### src/shared/mpb_cfg.svh
// Constants for the microcontroller parallel bus port
`ifndef MPB_CFG_SVH
`define MPB_CFG_SVH
`define MPB_WIDTH 16
`define MPB_PAGE_W 8
`define MPB_SEG_W 4
`define MPB_NSEG 16
`define MPB_RST_PAGE 8'h00
`define MPB_RST_ADDR 16'h0000
`define MPB_RST_DATA 16'h0000
`endif

### src/shared/mpb_pkg.sv
// Types for the microcontroller parallel bus port
package mpb_pkg;
   typedef enum logic [1:0]
   {
      MPB_C0_WR_N = 2'b00,
      MPB_C0_RW = 2'b01,
      MPB_C0_WRL_N = 2'b10
   } mpb_c0_mode_t;
   typedef enum logic [1:0]
   {
      MPB_C1_RD_N = 2'b00,
      MPB_C1_E = 2'b01,
      MPB_C1_DS_N = 2'b10,
      MPB_C1_LDS_N = 2'b11
   } mpb_c1_mode_t;
   typedef enum logic [1:0]
   {
      MPB_BUS_MUX = 2'b00,
      MPB_BUS_NONMUX = 2'b01,
      MPB_BUS_BURST = 2'b10
   } mpb_bus_mode_t;
   typedef enum logic
   {
      MPB_LAT_ALE = 1'b0,
      MPB_LAT_AS = 1'b1
   } mpb_lat_mode_t;
   typedef struct packed
   {
      mpb_bus_mode_t bus;
      mpb_lat_mode_t lat;
      mpb_c0_mode_t c0;
      mpb_c1_mode_t c1;
   } mpb_cfg_t;
   typedef struct packed
   {
      logic [7:0] page;
      logic [15:0] addr;
      logic rd;
      logic wr;
      logic ctl0;
      logic ctl1;
   } mpb_fwd_t;
   typedef enum logic [1:0]
   {
      MPB_SEL_NONE = 2'b00,
      MPB_SEL_PRIMARY = 2'b01,
      MPB_SEL_SECONDARY = 2'b10,
      MPB_SEL_LOGIC = 2'b11
   } mpb_sel_t;
endpackage

### src/design/mpb_port.sv
// Host parallel bus port with decode, page register and dual-array control
`include "mpb_cfg.svh"
module mpb_port
   import mpb_pkg::*;
(
   // Clock and reset
   input wire logic mclk,
   input wire logic sys_rst,
   // Static configuration, held stable before bus activity
   input wire mpb_cfg_t cfg,
   // Host pins
   input wire logic [15:0] addr_data_pins_in,
   output logic [15:0] addr_data_pins_out,
   output logic [15:0] addr_data_pins_oe,
   input wire logic address_strobe,
   input wire logic control_pin_0,
   input wire logic control_pin_1,
   input wire logic chip_select_n,
   // Segment map: one base segment per memory, and update controls
   input wire logic [3:0] primary_seg,
   input wire logic [3:0] secondary_seg,
   input wire logic [3:0] logic_seg,
   input wire logic secondary_hide,
   input wire logic flash_as_data,
   // Read data from memories
   input wire logic [15:0] primary_rdata,
   input wire logic [15:0] secondary_rdata,
   input wire logic [15:0] logic_rdata,
   // Flash array busy flags (erase or program in progress)
   input wire logic primary_busy,
   input wire logic secondary_busy,
   // Test-access port programming path
   input wire logic tap_prog_en,
   input wire logic tap_wr,
   input wire logic [15:0] tap_addr,
   input wire logic [15:0] tap_wdata,
   input wire logic tap_sel_secondary,
   // Forwarding to decode and logic arrays
   output mpb_fwd_t fwd,
   output mpb_sel_t sel,
   output logic code_space,
   output logic mem_wr,
   output logic [15:0] mem_wdata,
   output logic mem_wr_secondary,
   output logic read_stall
);

   // ==========================================================
   // Configuration capture
   // The wiring selection is taken only while reset is held, so inputs
   // that move later cannot change the decode in the middle of a cycle.
   mpb_cfg_t cfg_q;
   mpb_cfg_t next_cfg_q;

   always_comb
   begin
      next_cfg_q = cfg_q;
      if (sys_rst)
         next_cfg_q = cfg;
   end

   always_ff @(posedge mclk)
   begin
      cfg_q <= next_cfg_q;
   end

   // ==========================================================
   // Control decode
   logic rd_act;
   logic wr_act;
   logic lat_prev;
   logic next_lat_prev;
   logic [15:0] addr;
   logic [15:0] next_addr;
   logic [7:0] page;
   logic [7:0] next_page;
   logic [15:0] cur_addr;
   logic [3:0] seg;
   mpb_sel_t dec_sel;

   always_comb
   begin
      rd_act = 1'b0;
      wr_act = 1'b0;
      // With a direction line the strobe alone starts a cycle; the
      // direction level by itself never does
      unique case (cfg_q.c1)
         MPB_C1_RD_N: rd_act = ~control_pin_1;
         MPB_C1_E: rd_act = control_pin_1 & (cfg_q.c0 == MPB_C0_RW)
                            & control_pin_0;
         MPB_C1_DS_N,
         MPB_C1_LDS_N: rd_act = ~control_pin_1 & (cfg_q.c0 == MPB_C0_RW)
                                & control_pin_0;
      endcase
      unique case (cfg_q.c0)
         MPB_C0_WR_N,
         MPB_C0_WRL_N: wr_act = ~control_pin_0;
         MPB_C0_RW: wr_act = ~control_pin_0 & ((cfg_q.c1 == MPB_C1_E)
                             ? control_pin_1 : ~control_pin_1);
         default: wr_act = 1'b0;
      endcase
   end

   // ==========================================================
   // Address capture
   // Latch input is sampled; its edges are seen one cycle late, which
   // the host address hold time covers at this clock rate.
   always_comb
   begin
      next_lat_prev = address_strobe;
      next_addr = addr;
      if (cfg_q.bus == MPB_BUS_NONMUX)
      begin
         // Pins track the address until a strobe; the held copy then
         // keeps decode steady while the same pins carry data
         if (!(rd_act || wr_act))
            next_addr = addr_data_pins_in;
      end
      else if (cfg_q.lat == MPB_LAT_AS)
      begin
         if (address_strobe & ~lat_prev)
            next_addr = addr_data_pins_in;
      end
      else if (address_strobe)
         next_addr = addr_data_pins_in;
   end

   always_ff @(posedge mclk)
   begin
      if (sys_rst)
      begin
         // Reset as if the strobe were high, so an idle-high strobe
         // does not look like a rising edge right after reset
         lat_prev <= 1'b1;
         addr <= `MPB_RST_ADDR;
      end
      else
      begin
         lat_prev <= next_lat_prev;
         addr <= next_addr;
      end
   end

   // Non-multiplexed hosts present address directly on the pins
   assign cur_addr = (cfg_q.bus == MPB_BUS_NONMUX && !(rd_act || wr_act))
                     ? addr_data_pins_in : addr;
   assign seg = cur_addr[15:12];

   // ==========================================================
   // Segment decode
   always_comb
   begin
      // Logic wins overlaps so the page register stays reachable
      // whatever the flash map looks like
      dec_sel = MPB_SEL_NONE;
      if (!chip_select_n)
      begin
         if (seg == logic_seg)
            dec_sel = MPB_SEL_LOGIC;
         else if (seg == secondary_seg && !secondary_hide)
            dec_sel = MPB_SEL_SECONDARY;
         else if (seg == primary_seg)
            dec_sel = MPB_SEL_PRIMARY;
      end
   end

   // ==========================================================
   // Page register, written at the top address of the logic segment
   always_comb
   begin
      next_page = page;
      if (wr_act && dec_sel == MPB_SEL_LOGIC && cur_addr[11:0] == 12'hfff)
         next_page = addr_data_pins_in[7:0];
   end

   always_ff @(posedge mclk)
   begin
      if (sys_rst)
         page <= `MPB_RST_PAGE;
      else
         page <= next_page;
   end

   // ==========================================================
   // Read side and forwarding
   logic [15:0] next_out;
   logic next_drive;
   mpb_fwd_t next_fwd;
   mpb_sel_t next_sel;
   logic next_code;
   logic next_stall;
   logic tgt_busy;

   always_comb
   begin
      tgt_busy = (dec_sel == MPB_SEL_PRIMARY) ? primary_busy
               : (dec_sel == MPB_SEL_SECONDARY) ? secondary_busy : 1'b0;
      next_out = `MPB_RST_DATA;
      unique case (dec_sel)
         MPB_SEL_PRIMARY: next_out = primary_rdata;
         MPB_SEL_SECONDARY: next_out = secondary_rdata;
         MPB_SEL_LOGIC: next_out = logic_rdata;
         MPB_SEL_NONE: next_out = `MPB_RST_DATA;
      endcase
      // Reads of a busy array are stalled; the other array stays readable
      next_stall = rd_act & tgt_busy;
      // The test port owns the memories, so the host bus stays released
      next_drive = rd_act && dec_sel != MPB_SEL_NONE && !tap_prog_en;
      next_fwd.page = page;
      next_fwd.addr = cur_addr;
      next_fwd.rd = rd_act;
      next_fwd.wr = wr_act;
      next_fwd.ctl0 = control_pin_0;
      next_fwd.ctl1 = control_pin_1;
      next_sel = dec_sel;
      // Reclassified flash is data space; logic and unselected accesses are never code
      next_code = ~flash_as_data & (dec_sel == MPB_SEL_PRIMARY
                                  || dec_sel == MPB_SEL_SECONDARY);
      if (tap_prog_en)
      begin
         next_fwd.addr = tap_addr;
         next_sel = MPB_SEL_NONE;
      end
   end

   always_ff @(posedge mclk)
   begin
      if (sys_rst)
      begin
         addr_data_pins_out <= `MPB_RST_DATA;
         fwd <= '0;
         sel <= MPB_SEL_NONE;
         code_space <= 1'b0;
         read_stall <= 1'b0;
      end
      else
      begin
         addr_data_pins_out <= next_out;
         fwd <= next_fwd;
         sel <= next_sel;
         code_space <= next_code;
         read_stall <= next_stall;
      end
   end

   // One enable flop per pin; all share one decision, so the bus turns
   // around as a whole word and never splits between bytes
   for (genvar i = 0; i < `MPB_WIDTH; i++)
   begin : g_oe
      always_ff @(posedge mclk)
      begin
         if (sys_rst)
            addr_data_pins_oe[i] <= 1'b0;
         else
            addr_data_pins_oe[i] <= next_drive;
      end
   end

   // ==========================================================
   // Write side
   logic next_mem_wr;
   logic [15:0] next_wdata;
   logic next_wr_sec;

   always_comb
   begin
      next_mem_wr = 1'b0;
      next_wdata = addr_data_pins_in;
      next_wr_sec = dec_sel == MPB_SEL_SECONDARY;
      if (tap_prog_en)
      begin
         // Test port overrides the host flash write path, so blank parts program; host page writes still land
         next_mem_wr = tap_wr;
         next_wdata = tap_wdata;
         next_wr_sec = tap_sel_secondary;
      end
      else if (wr_act && (dec_sel == MPB_SEL_PRIMARY
                          || dec_sel == MPB_SEL_SECONDARY))
         // Flash stays read-only to the host until it is reclassified
         next_mem_wr = flash_as_data;
   end

   always_ff @(posedge mclk)
   begin
      if (sys_rst)
      begin
         mem_wr <= 1'b0;
         mem_wdata <= `MPB_RST_DATA;
         mem_wr_secondary <= 1'b0;
      end
      else
      begin
         mem_wr <= next_mem_wr;
         mem_wdata <= next_wdata;
         mem_wr_secondary <= next_wr_sec;
      end
   end
endmodule

### config.mk
export PLATFORM = sky130hd
export DESIGN_NAME = mpb_port
export DESIGN_NICKNAME = d
export VERILOG_FILES = /design/src/shared/mpb_pkg.sv /design/src/design/mpb_port.sv
export VERILOG_INCLUDE_DIRS = /design/src /design/src/shared
export SDC_FILE = /design/constraint.sdc
export NUM_CORES = 1
export LEC_CHECK = 0
export BUFFER_PORTS_ARGS = -buffer_cell sky130_fd_sc_hd__buf_2
export CELL_PAD_IN_SITES_DETAIL_PLACEMENT = 1
export CELL_PAD_IN_SITES_GLOBAL_PLACEMENT = 1
export CORE_ASPECT_RATIO = 0.8
export CORE_MARGIN = 1
export CORE_UTILIZATION = 36
export CTS_CLUSTER_DIAMETER = 80
export DETAILED_ROUTE_END_ITERATION = 12
export GPL_ROUTABILITY_DRIVEN = 0
export PLACE_DENSITY = 0.83
export SYNTH_ARGS = -nofsm -noshare
export SYNTH_HDL_FRONTEND = slang
export SYNTH_SLANG_ARGS = --single-unit
### constraint.sdc
create_clock -name mclk -period 7.7 [get_ports mclk]
set_clock_uncertainty 0.15 [all_clocks]
set_input_delay 0.385 -clock mclk [delete_from_list [all_inputs] [get_ports mclk]]
set_output_delay 0.385 -clock mclk [all_outputs]
set_load 0.01 [all_outputs]
**After elaboration in Yosys (flattened, before gate mapping)**

Index checks and enable logic that the tools add are counted.

- Memory bits (read-only): 0
- Bits of input ports: 128
- Bits in writable memories: 0
- Memories kept: 0
- Latch bits: 0
- Logic and storage cells: 90
- Bits in registers: 99

- Multipliers: 0
- Reduce and logical (&&, ||, !) cells: 21
- Shifts and indexed selects: 0
- Div/mod/pow operators: 0
- Mux-type cells: 21
- Bitwise gates (word level): 12
- Equal/unequal tests: 15
- Magnitude comparators: 0
- $add $sub $neg: 0

Operator list:

| cell | number |
|---|---|
| $mux 16 | 8 |
| $pmux 16 s4 | 1 |
| $eq 12x12->1 const B | 1 |
| $eq 4x4->1 | 3 |
| $eq 2x2->1 const B | 5 |
| $and 1x1->1 | 8 |
| $eq 2x1->1 const B | 4 |
| $logic_and 1x1->1 | 7 |
| $mux 1 | 7 |
| $logic_not 2->1 | 3 |
| $mux 2 | 3 |
| $reduce_or 2->1 | 3 |
| $not 1->1 | 4 |
| $logic_not 1->1 | 3 |
| $ne 3x1->1 const B | 1 |
| $pmux 1 s3 | 1 |
| $reduce_and 3->1 | 1 |
| $reduce_bool 3->1 | 1 |
| $logic_or 1x1->1 | 2 |
| $ne 2x2->1 const B | 1 |
| $pmux 1 s2 | 1 |
| $reduce_bool 2->1 | 1 |

**Longest topological paths before layout**

Gate-level depths: netlist of run 1.

- Depth in word-level cells: 18
- Gate-level depth with buffers: 16
- Mapped depth without buffers: 13

**Least setup slack after synthesis of run 1**

Ideal clock, no wire load.

- Path type: reg2reg
- Start point: register cfg_q[1] (netlist name)
- End point: register addr_data_pins_out[10]
- Stages on the path, launching flop included: 13
- Buffers on the path: 2
- Data required time: 7.455 ns
- Setup slack: 4.549 ns
- Arrival: 2.906 ns
- Path through: edfxtp_1 > nand2b_1 > xnor2_2 > o31ai_4 > nor2_2 > mux2i_1 > xor2_1 > a31oi_1 > ha_1 > clkbuf_1 > clkbuf_1 > a21oi_1 > a221oi_1

- Longest elaborated chain between the ends: 15
- Elaborated cells between the ends (all ways): 26

RTL lines:

| what | line | RTL |
|---|---|---|
| from (decl) | mpb_port.sv:52 | `mpb_cfg_t cfg_q;` |
| from (signal assigned) | mpb_port.sv:64 | `cfg_q <= next_cfg_q;` |
| $eq 2x1->1 | mpb_port.sv:87, mpb_port.sv:98 |  |
| $mux 1 | mpb_port.sv:99 | `? control_pin_1 : ~control_pin_1);` |
| $and 1x1->1 | mpb_port.sv:98 | `MPB_C0_RW: wr_act = ~control_pin_0 & ((cfg_q.c1 == MPB_C1_E)` |
| $pmux 1 s2 | mpb_port.sv:95 | `unique case (cfg_q.c0)` |
| $logic_or 1x1->1 * | mpb_port.sv:145 | `assign cur_addr = (cfg_q.bus == MPB_BUS_NONMUX && !(rd_act \|\| wr_act))` |
| $logic_not 1->1 * | mpb_port.sv:145 |  |
| $logic_and 1x1->1 * | mpb_port.sv:145 |  |
| $mux 16 * | mpb_port.sv:146 | `? addr_data_pins_in : addr;` |
| $eq 4x4->1 (on tied branches) | mpb_port.sv:162, mpb_port.sv:160 |  |
| $mux 1 / $logic_and 1x1->1 (equally long branches) | mpb_port.sv:162, mpb_port.sv:160 |  |
| $mux 2 | mpb_port.sv:160 | `else if (seg == secondary_seg && !secondary_hide)` |
| $mux 2 * | mpb_port.sv:158 | `if (seg == logic_seg)` |
| $mux 2 * | mpb_port.sv:156 | `if (!chip_select_n)` |
| $eq 2x2->1 (tied with other cells) | mpb_port.sv:199 | `unique case (dec_sel)` |
| $pmux 16 s4 * | mpb_port.sv:199 |  |
| to (signal assigned) | mpb_port.sv:230 | `` addr_data_pins_out <= `MPB_RST_DATA; `` |
| to (signal assigned) | mpb_port.sv:238 | `addr_data_pins_out <= next_out;` |
| to (decl) | mpb_port.sv:13 | `output logic [15:0] addr_data_pins_out,` |

Mark *: on every way between the ends. The rest lies on a longest branch, timed or not.
A chain may end at the register's enable or synchronous reset.

**Final worst setup path of run 1**

- Start point: register cfg_q[1] (netlist name)
- End point: register addr_data_pins_out[1]

- Longest elaborated chain between the ends: 15
- Elaborated cells between the ends (all ways): 26

RTL lines:

| what | line | RTL |
|---|---|---|
| $eq 2x1->1 | mpb_port.sv:87, mpb_port.sv:98 |  |
| $mux 1 | mpb_port.sv:99 |  |
| $and 1x1->1 | mpb_port.sv:98 |  |
| $pmux 1 s2 | mpb_port.sv:95 |  |
| $logic_or 1x1->1 * | mpb_port.sv:145 |  |
| $logic_not 1->1 * | mpb_port.sv:145 |  |
| $logic_and 1x1->1 * | mpb_port.sv:145 |  |
| $mux 16 * | mpb_port.sv:146 |  |
| $eq 4x4->1 (on tied branches) | mpb_port.sv:162, mpb_port.sv:160 |  |
| $mux 1 / $logic_and 1x1->1 (equally long branches) | mpb_port.sv:162, mpb_port.sv:160 |  |
| $mux 2 | mpb_port.sv:160 |  |
| $mux 2 * | mpb_port.sv:158 |  |
| $mux 2 * | mpb_port.sv:156 |  |
| named net dec_sel[0] | mpb_port.sv:79 | `mpb_sel_t dec_sel;` |
| $eq 2x2->1 (tied with other cells) | mpb_port.sv:199 |  |
| $pmux 16 s4 * | mpb_port.sv:199 |  |

Mark *: on every way through the listed nets, which the timed path passes. The rest lies on a longest branch.

==> results.toml, run 1 <==
[outcome]
status = "complete, no violations"

[drt]
vias = 3976
avgViaCountPerCell = 4.93
wire_per_inst_um = 16.7
ant_nets = 0
drtIter0Drc = 101
dr.pass1.iters = 4
routed_wl_mm = 13.4
drc_errors = 0

[floorplan]
rows = 35
dieArea_um2 = 12700
core_um2 = 11700
io_pins = 210
die_y_um = 101
die_w_um = 126
start_util_pct = 37.6

[synthesis]
synth_area_um2 = 4410
yosys_warnings = 0
yosysUniqueCellTypes = 50
yosys_most_used_dff = "dfxtp_1"
synth_top_cell_by_area = "dfxtp_1"
async_reset_ff_share_pct = 0
yosysSeqAreaShare_pct = 46.6
syn-num-nets = 606
synth_seq_cells = 99
yosysTopAreaCellShare_pct = 41.8
avgSynthCellArea_um2 = 9.28
netlist_top_cells_area = "dfxtp_1 42%, mux2i_1 7.7%, nor2_1 6.1%, a21oi_1 5.6%, edfxtp_1 4.8%"
synth-edff-count = 7
syn_inst = 475

[grt]
grt_pass1_wl_mm = 21.1
grt_pass1_vias = 4182
antenna_found_initial = 0
grt_remaining_overflow = 0
grt_max_degree = 65
grt_usage_pct = 21.7

[placement]
place_hpwl_mm = 9.96
dpl_cell_area_um2 = 5420
placed_cells = 790
place_worst_setup_slack_ns = 3.04
io_buffers = 209

[worst_setup_path]
worst_ep_arrival_time_ns = 4.69
worst_setup_path_end_kind = "flip-flop"
worstPathMaxFanout = 35
worstSetupStartpointType = "flip-flop"
cpPeakStageDelay_ns = 0.86
required_ns = 7.81
slowest_stage = "nor3_4"
path_cells = "nand2b_1 > xnor2_2 > o31ai_4 > nor2_2 > mux2i_1 > xor2_1 > a31oi_1 > inv_1 > ha_1 > nor3_4 > o2bb2ai_1"
critPathKind = "reg -> reg"

[cts]
clk_latency_ns = 0.35
cts_setup_buffers = 0
cts.hold.buffers_added = 0
ctsHtreeMaxLevel = 3
clk_pin_slew_ns = 0.07
cts_root_buffer = "clkbuf_16"
clockBufferDepth = 2
cts_buffers = 9
cts_resized = 0
cts_tree = "yes"
clock-sinks = 99

[timing]
final_max_slew_viol_count = 0
fmax_ghz = 0.219
worstMarginPinSlew_ns = 1.22
period_needed_ns = 4.57
rsz0062_at_grt = "false"
setup_viol_count_final = 0
setup_ws_ns = 3.13
relSlewSlack_pct = 19.0
hold_viol = 0
period_share_pct = 59.4
setup_tns_ns = 0

[finish]
n_antenna_cell = 0
drive_gt1_share_pct = 37.8
stdcell_area_um2 = 5700
finish.net_count = 784
final_cells = 806
regArea_um2 = 2050
fillers = 1410
syn_to_final_growth_pct = 29.2
multiInputGateArea_um2 = 2090

[power_and_ir_drop]
vdd_ir_drop_max_uv = 105
powerDensity_nw_per_um2 = 208
p_leak_nw = 2.76
fin_total_pwr_mw = 1.19

[run]
maxCapViolCount = 0

[min_path]
worstHoldPathType = "in -> reg"
critical path: cells and delay by family (launching register included):
kind,cells,cell delay (ns)
muxes,1,0.39
xor gates and xnor gates,2,0.37
buffers and inverters,1,0.09
adders and majority gates,1,0.62
and+or+nand+nor,3,1.76
DFF,1,0.42
AOI/OAI and AO/OA,3,0.67
routing by layer:
metal / up-vias / track usage, % / wire length [um]
li1: 1950 / - / -
met1: 1862 / 24.6 / 5710
met2: 151 / 39.4 / 6610
met3: 13 / 6.48 / 953
met4: 0 / 6.38 / 163
met5: - / 0 / 0
cells in the final DEF (no fill, tap or decap), types with 4 or more instances in the layout:
cell,instances
o2bb2ai_2,10
nand2b_1,11
o2bb2ai_1,5
nand3_1,4
nor3_1,6
inv_1,6
edfxtp_1,7
dfxtp_1,92
a21oi_1,49
nand2_1,48
buf_2,208
xor2_1,13
clkbuf_16,9
mux2i_1,34
mux2_1,8
nor2_1,72
nor2b_1,18
cell type report:
type	instances	area share (%)
inverter	6	0.395
sequential	99	36.0
multi-input combinational	326	36.7
tap	148	3.25
clock buffer	12	4.33
clock inverter	4	0.593
timing repair buffer	211	18.7
power breakdown:
| group | internal [mW] | switching [mW] | total [mW] |
|---|---|---|---|
| clock network | 0.231 | 0.199 | 0.430 |
| logic | 0.0829 | 0.114 | 0.197 |
| registers | 0.547 | 0.0141 | 0.561 |
| total | 0.860 | 0.327 | 1.19 |
kinds of logic (layout without fill, tap and decap cells):
group           Yosys count  after routing  share of synthesized area (%)
compound gates           87             87                           14.4
xor+xnor                 16             16                           3.35
fa+ha+maj                 3              3                          0.852
buf+inv                  50            233                           5.96
flops                    99             99                           46.6
mux                      42             42                           9.76
simple gates            178            178                           19.2
sequential cells by signal, indices dropped and copies added, names as in the netlist:
name                cells
mem_wr                  1
mem_wr_secondary        1
sel                     2
addr_data_pins_oe       1
page                    8
code_space              1
addr                   16
addr_data_pins_out     16
cfg_q                   7
lat_prev                1
read_stall              1
fwd                    28
mem_wdata              16
final timing paths:
check | startpoint | to | cells past startpoint | slack, ns
worst max-delay path | cfg_q[1] | addr_data_pins_out[1] | 11 | 3.13
worst max register to register | cfg_q[1] | addr_data_pins_out[1] | 11 | 3.13
worst min-delay path | cfg[1] | cfg_q[1] | 1 | 0.07
worst min register to register | page[2] | fwd[22] | 1 | 0.31
per-stage QoR:
step	hold slack, ns	util, %
after global placement	0.300	46.2
after detailed placement	0.308	46.2
after CTS	0.0523	48.5
final	0.0663	48.5
after global routing	0.0522	48.5
after floorplan	0.292	-
synthesized netlist by cell type, drive strengths merged, types with 2 or more instances:
library cell	count
o2bb2ai	15
edfxtp	7
a31oi	2
xor2	13
mux2i	34
nor2b	18
nand2b	11
nor3	7
ha	3
nand4	4
a21oi	51
mux2	8
dfxtp	92
a211oi	2
nand2	48
o21ai	7
nand3	5
nor2	76
buf	22
xnor2	3
inv	6
a311oi	2
nor4	2
clkbuf	22
a22oi	2
o21a	2
Power figures use the tool's default switching activity.
==> run 2, diff against run 1 <==
--- a/config.mk
+++ b/config.mk
@@ -11,11 +11,11 @@
 export CELL_PAD_IN_SITES_GLOBAL_PLACEMENT = 1
 export CORE_ASPECT_RATIO = 0.8
 export CORE_MARGIN = 1
-export CORE_UTILIZATION = 36
+export CORE_UTILIZATION = 30
 export CTS_CLUSTER_DIAMETER = 80
 export DETAILED_ROUTE_END_ITERATION = 12
 export GPL_ROUTABILITY_DRIVEN = 0
-export PLACE_DENSITY = 0.83
+export PLACE_DENSITY = 0.74
 export SYNTH_ARGS = -nofsm -noshare
 export SYNTH_HDL_FRONTEND = slang
 export SYNTH_SLANG_ARGS = --single-unit
==> constraint.sdc (replaced) <==
create_clock -name mclk -period 3.7 [get_ports mclk]
set_clock_uncertainty 0.15 [all_clocks]
set_input_delay 0.185 -clock mclk [delete_from_list [all_inputs] [get_ports mclk]]
set_output_delay 0.185 -clock mclk [all_outputs]
set_load 0.01 [all_outputs]
==> run 2 against run 1 <==
Compared with the run above: sequential share of layout area is 5.8 points lower; critical path type is now in -> reg; combinational power rose to 2.6 times the previous value; sequential cell count stayed put.
==> results.toml, run 2 (same netlist as run 1, synthesis figures left out) <==
[grt]
antenna_found_initial = 0
grt_usage_pct = 21.7
grt_pass1_vias = 4912
grt_remaining_overflow = 0
grt_max_degree = 78
grt_pass1_wl_mm = 25.0

[floorplan]
dieArea_um2 = 15200
rows = 39
start_util_pct = 30.8
core_um2 = 14300
die_w_um = 138
die_y_um = 110
io_pins = 210

[cts]
ctsHtreeMaxLevel = 3
cts_root_buffer = "clkbuf_16"
clockBufferDepth = 2
cts_tree = "yes"
cts_buffers = 9
clk_latency_ns = 0.35
clock-sinks = 99
clk_pin_slew_ns = 0.07

[drt]
dr.pass1.iters = 4
drtIter0Drc = 154
routed_wl_mm = 16.1
avgViaCountPerCell = 4.78
ant_nets = 0
vias = 4504
wire_per_inst_um = 17.0
drc_errors = 0

[power_and_ir_drop]
vdd_ir_drop_max_uv = 217
p_leak_nw = 3.21
powerDensity_nw_per_um2 = 392
fin_total_pwr_mw = 2.66

[worst_setup_path]
ff2ff_setup_slack_ns = 0.28
worst_ep_arrival_time_ns = 3.56
critPathKind = "in -> reg"
slowest_stage = "dlygate4sd3_1"
worstPathMaxFanout = 18
worstSetupStartpointType = "input pin"
required_ns = 3.83
worst_setup_path_end_kind = "flip-flop"
cpPeakStageDelay_ns = 0.53
path_cells = "dlygate4sd3_1 > buf_2 > and3b_1 > a21oi_2 > o21ai_2 > o21ai_0 > nand3_1 > and4_1 > a31oi_1 > ha_2 > nand2_1 > nor2_1 > a21oi_1 > o2bb2ai_1"

[timing]
period_needed_ns = 3.43
worstMarginPinSlew_ns = 0.878
period_share_pct = 92.6
rsz0062_at_grt = "false"
relSlewSlack_pct = 41.4
setup_tns_ns = 0
hold_viol = 0
setup_viol_count_final = 0
final_max_slew_viol_count = 0
fmax_ghz = 0.292

[finish]
syn_to_final_growth_pct = 53.9
n_antenna_cell = 0
drive_gt1_share_pct = 33.8
layout_commonest_cell = "buf_2"
utilization_pct = 47.4
largest_reg_flops = 28
max_flop_register = "fwd"
layout_common_cells = "208 x buf_2, 97 x dlygate4sd3_1, 92 x dfxtp_1"
stdcell_area_um2 = 6780
finish.net_count = 884
final_cells = 942

[run]
maxCapViolCount = 0

[placement]
placed_cells = 828
dpl_cell_area_um2 = 5480
io_buffers = 209
place_hpwl_mm = 10.3

[min_path]
worstHoldPathType = "in -> reg"

[outcome]
status = "complete, no violations"
[run 2: worst paths after layout]
check,from,cells after the start,to
worst min register to register,page[0],1,fwd[20]
worst max-delay path,control_pin_0,14,addr_data_pins_out[0]
worst min-delay path,primary_rdata[3],3,addr_data_pins_out[3]
worst max register to register,cfg_q[1],12,addr_data_pins_out[0]
[run 2: critical path: cells and delay by family]
kind / cells / cell delay (ns)
AO/OA/AOI/OAI: 6 / 1.20
buffers and inverters: 2 / 0.69
AND/OR/NAND/NOR: 5 / 0.93
adder cells (fa/ha/maj): 1 / 0.52
[run 2: through the flow]
stage / hold WS, ns / setup slack, ns
after floorplan: 0.111 / 0.549
after global placement: 0.214 / 0.314
after detailed placement: 0.214 / 0.0609
after CTS: 0.00798 / 0.0213
after global routing: 0.0204 / 0.0617
final: 0.0216 / 0.273
[run 2: final cells by class]
| type | count | area [um2] |
|---|---|---|
| multi-input cells | 326 | 2100 |
| clock inverters | 6 | 70.1 |
| repair buffers | 311 | 2070 |
| clock buffers | 10 | 239 |
| inverters | 6 | 22.5 |
| well taps | 184 | 230 |
| flip-flops and latches | 99 | 2050 |
| fillers | 1689 | 7510 |
[run 2: timing repair]
| item | CTS | global route |
|---|---|---|
| gates resized for setup | 0 | 3 |
| hold buffers | 97 | 0 |
| endpoints found under the setup margin | 0 | 17 |
| buffers inserted | 0 | 1 |
| hold endpoints to repair | 72 | 0 |
[run 2: power by group]
part           internal (mW)  switching [mW]  leakage [nW]
clock network          0.552           0.431         0.156
logic                  0.247           0.262          2.23
registers               1.14          0.0316         0.822
[run 2: per-layer routing]
layer | routed length, um | part of all wire (%) | GRT usage, % | vias up
li1 | - | - | - | 2149
met1 | 6530 | 41 | 24.5 | 2139
met2 | 8050 | 50 | 38.4 | 190
met3 | 1160 | 7.2 | 6.11 | 26
met4 | 315 | 2.0 | 7.40 | 0
met5 | 0 | 0 | 0 | -
==> run 3, diff against run 2 <==
--- a/config.mk
+++ b/config.mk
@@ -6,16 +6,18 @@
 export SDC_FILE = /design/constraint.sdc
 export NUM_CORES = 1
 export LEC_CHECK = 0
+export ABC_AREA = 1
 export BUFFER_PORTS_ARGS = -buffer_cell sky130_fd_sc_hd__buf_2
 export CELL_PAD_IN_SITES_DETAIL_PLACEMENT = 1
 export CELL_PAD_IN_SITES_GLOBAL_PLACEMENT = 1
 export CORE_ASPECT_RATIO = 0.8
 export CORE_MARGIN = 1
-export CORE_UTILIZATION = 30
+export CORE_UTILIZATION = 28
 export CTS_CLUSTER_DIAMETER = 80
 export DETAILED_ROUTE_END_ITERATION = 12
 export GPL_ROUTABILITY_DRIVEN = 0
-export PLACE_DENSITY = 0.74
+export HOLD_SLACK_MARGIN = 0.06
+export PLACE_DENSITY = 0.73
 export SYNTH_ARGS = -nofsm -noshare
 export SYNTH_HDL_FRONTEND = slang
 export SYNTH_SLANG_ARGS = --single-unit
==> run 3 against run 2 <==
Compared with the run above: power shrank 1.5%; routed wire length grew 13%; die area grew 3.5%; synthesized area shrank 3.3%; count of clock-buffer cells in the layout grew 1; setup slack lost 0.0021 ns; register-to-register slack gained 0.03 ns.
==> results.toml, run 3 <==
[synthesis]
synth_xor_area_share_pct = 0.617
yosysTopAreaCellShare_pct = 43.2
yosys.area_share.simple_pct = 24.8
yosys_warnings = 0
synth_area_um2 = 4260
muxShareOfSynthArea_pct = 0
synth-edff-count = 7
ys_top_cells_by_count = "92 x dfxtp_1, 91 x nand2_1, 59 x o21ai_0"
yosys_most_used_dff = "dfxtp_1"
async_reset_ff_share_pct = 0
yosysSeqAreaShare_pct = 48.2
synthAdderAreaFrac_pct = 0.881
avgSynthCellArea_um2 = 7.66
synth-compound-area-share_pct = 14.3
synth_top_family_by_area = "simple AND/OR/NAND/NOR gates"
synth_top_cell_by_area = "dfxtp_1"
netlist_top_cells_area = "dfxtp_1 43%, nand2_1 8.0%, o21ai_0 6.9%, nand3_1 6.7%, a21oi_1 6.0%"
yosysMostFrequentCell = "dfxtp_1"
yosysUniqueCellTypes = 31
syn-num-nets = 687
synth_seq_cells = 99
syn_inst = 556

[outcome]
status = "complete, no violations"

[power_and_ir_drop]
swShare_pct = 28.6
p_leak_nw = 3.39
intPower_mw = 1.87
powerDensity_nw_per_um2 = 383
vdd_ir_drop_max_uv = 217
comb_power_share_pct = 21.6
clkPwrFrac_pct = 33.7
pwr-share-seq_pct = 44.7
power.switching_mw = 0.749

[finish]
multiInputGateArea_um2 = 1740
layout_common_cells = "209 x buf_2, 123 x dlygate4sd3_1, 92 x dfxtp_1"
syn_to_final_growth_pct = 60.6
max_flop_register = "fwd"
layout_commonest_cell = "buf_2"
drive_gt1_share_pct = 29.5
final_cells = 1049
largest_reg_flops = 28
regArea_um2 = 2050
n_antenna_cell = 0
finish.net_count = 991
fillers = 1796

[worst_setup_path]
slowest_stage = "dlygate4sd3_1"
reg2reg_from = "cfg_q[1]"
cp_num_buf_inv = 3
cp-startpoint = "control_pin_1"
cp_common_cell = "nand2_1"
critPathKind = "in -> reg"
required_ns = 3.80
path_cells = "dlygate4sd3_1 > buf_2 > nor2_1 > nand2_1 > nand3_1 > nand2_1 > nand2_4 > nand2_4 > nand2_1 > nand2_1 > a21o_1 > nor2_1 > nand3_1 > nand2_1 > nand2_1 > inv_1 > ha_2 > a21oi_1 > a21oi_1"
cp.depth = 19
critical_path.top_delay_family = "simple AND/OR/NAND/NOR gates"
worst_ep_arrival_time_ns = 3.53
cpPeakStageDelay_ns = 0.54
worstPathMaxFanout = 24
worstSetupStartpointType = "input pin"
r2r_cells = 17
worst_setup_path_end_kind = "flip-flop"

[drt]
vias = 4976
avgViaCountPerCell = 4.74
drc_errors = 0
ant_nets = 0
dr.pass1.iters = 5
routed_wl_mm = 18.2
wire_per_inst_um = 17.3
drtIter0Drc = 218

[min_path]
min-delay-start = "secondary_rdata[0]"
min_path_cells = 3
worstHoldPathType = "in -> reg"

[grt]
grt_pass1_vias = 5393
grt_pass1_wl_mm = 28.4
antenna_found_initial = 0
grt_remaining_overflow = 0
grt_max_degree = 69
grt_usage_pct = 23.6

[floorplan]
die_w_um = 140
dieArea_um2 = 15700
die_y_um = 112
core_um2 = 14500
start_util_pct = 29.3
rows = 39
io_pins = 210

[cts]
clk_latency_ns = 0.35
clock-sinks = 99
clk_pin_slew_ns = 0.07
clockBufferDepth = 2
cts_buffers = 9
cts_tree = "yes"
cts_root_buffer = "clkbuf_16"
ctsHtreeMaxLevel = 3

[placement]
placed_cells = 908
place_hpwl_mm = 11.0
io_buffers = 209

[timing]
period_share_pct = 92.7
fmax_ghz = 0.292
setup_viol_count_final = 0
rsz0062_at_grt = "false"
setup_tns_ns = 0
hold_viol = 0
period_needed_ns = 3.43
final_max_slew_viol_count = 0
relSlewSlack_pct = 19.7
worstMarginPinSlew_ns = 1.20

[run]
maxCapViolCount = 0
[run 3: power by group through the flow]
| stage | logic [mW] | clock network (mW) | registers (mW) |
|---|---|---|---|
| after floorplan | 0.223 | 0 | 1.21 |
| after global placement | 0.426 | 0 | 1.19 |
| after CTS | 0.547 | 0.912 | 1.17 |
| after detailed placement | 0.440 | 0 | 1.19 |
| after global routing | 0.619 | 0.960 | 1.18 |
| final | 0.567 | 0.884 | 1.17 |
[run 3: path summary, 6_finish.rpt]
kind / to / slack [ns]
max: addr_data_pins_out[15] / 0.27
min: addr_data_pins_out[0] / 0.05
max reg2reg: addr_data_pins_out[15] / 0.31
min reg2reg: fwd[22] / 0.28
[run 3: layer usage]
layer  vias up  global-route usage [%]  wire length [um]
met4         0                    7.18               401
met2       193                    43.3              9320
met5         -                       0                 0
met3        37                    6.14              1050
li1       2383                       -                 -
met1      2363                    26.6              7430
[run 3: what timing repair did]
item	in CTS	in global routing
hold endpoints to repair	78	0
gates resized for setup	0	3
buffers inserted	0	2
endpoints found under the setup margin	0	18
hold buffers	123	0
[run 3: worst min-delay path: stages]
cell	delay (ns)
buf_2	0.10
a21oi_1	0.06
a21oi_1	0.16
[run 3: cells by family after synthesis]
kind of cell	count (synthesis)
and+or+nand+nor	230
AOI/OAI and AO/OA	118
buffers and inverters	103
DFF	99
xor gates and xnor gates	3
adders and majority gates	3
[run 3: area by class of cell]
class,count,area share [%]
clock inverter,5,0.439
sequential,99,30.0
inverter,57,3.18
clock buffer,11,3.55
timing repair buffer,339,34.1
tap,184,3.37
multi-input combinational,354,25.4
[run 3: per-stage QoR]
step | worst slack, ns | hold slack, ns | power, mW | area, um2 | util [%]
floorplan | 0.808 | 0.107 | 1.44 | 4260 | -
global placement | 0.418 | 0.217 | 1.62 | 5320 | 36.6
detailed placement | 0.241 | 0.216 | 1.63 | 5320 | 36.6
CTS | 0.152 | 0.0647 | 2.63 | 6820 | 46.9
global route | 0.0457 | 0.0617 | 2.76 | 6840 | 47.0
finish | 0.271 | 0.0505 | 2.62 | 6840 | 47.0
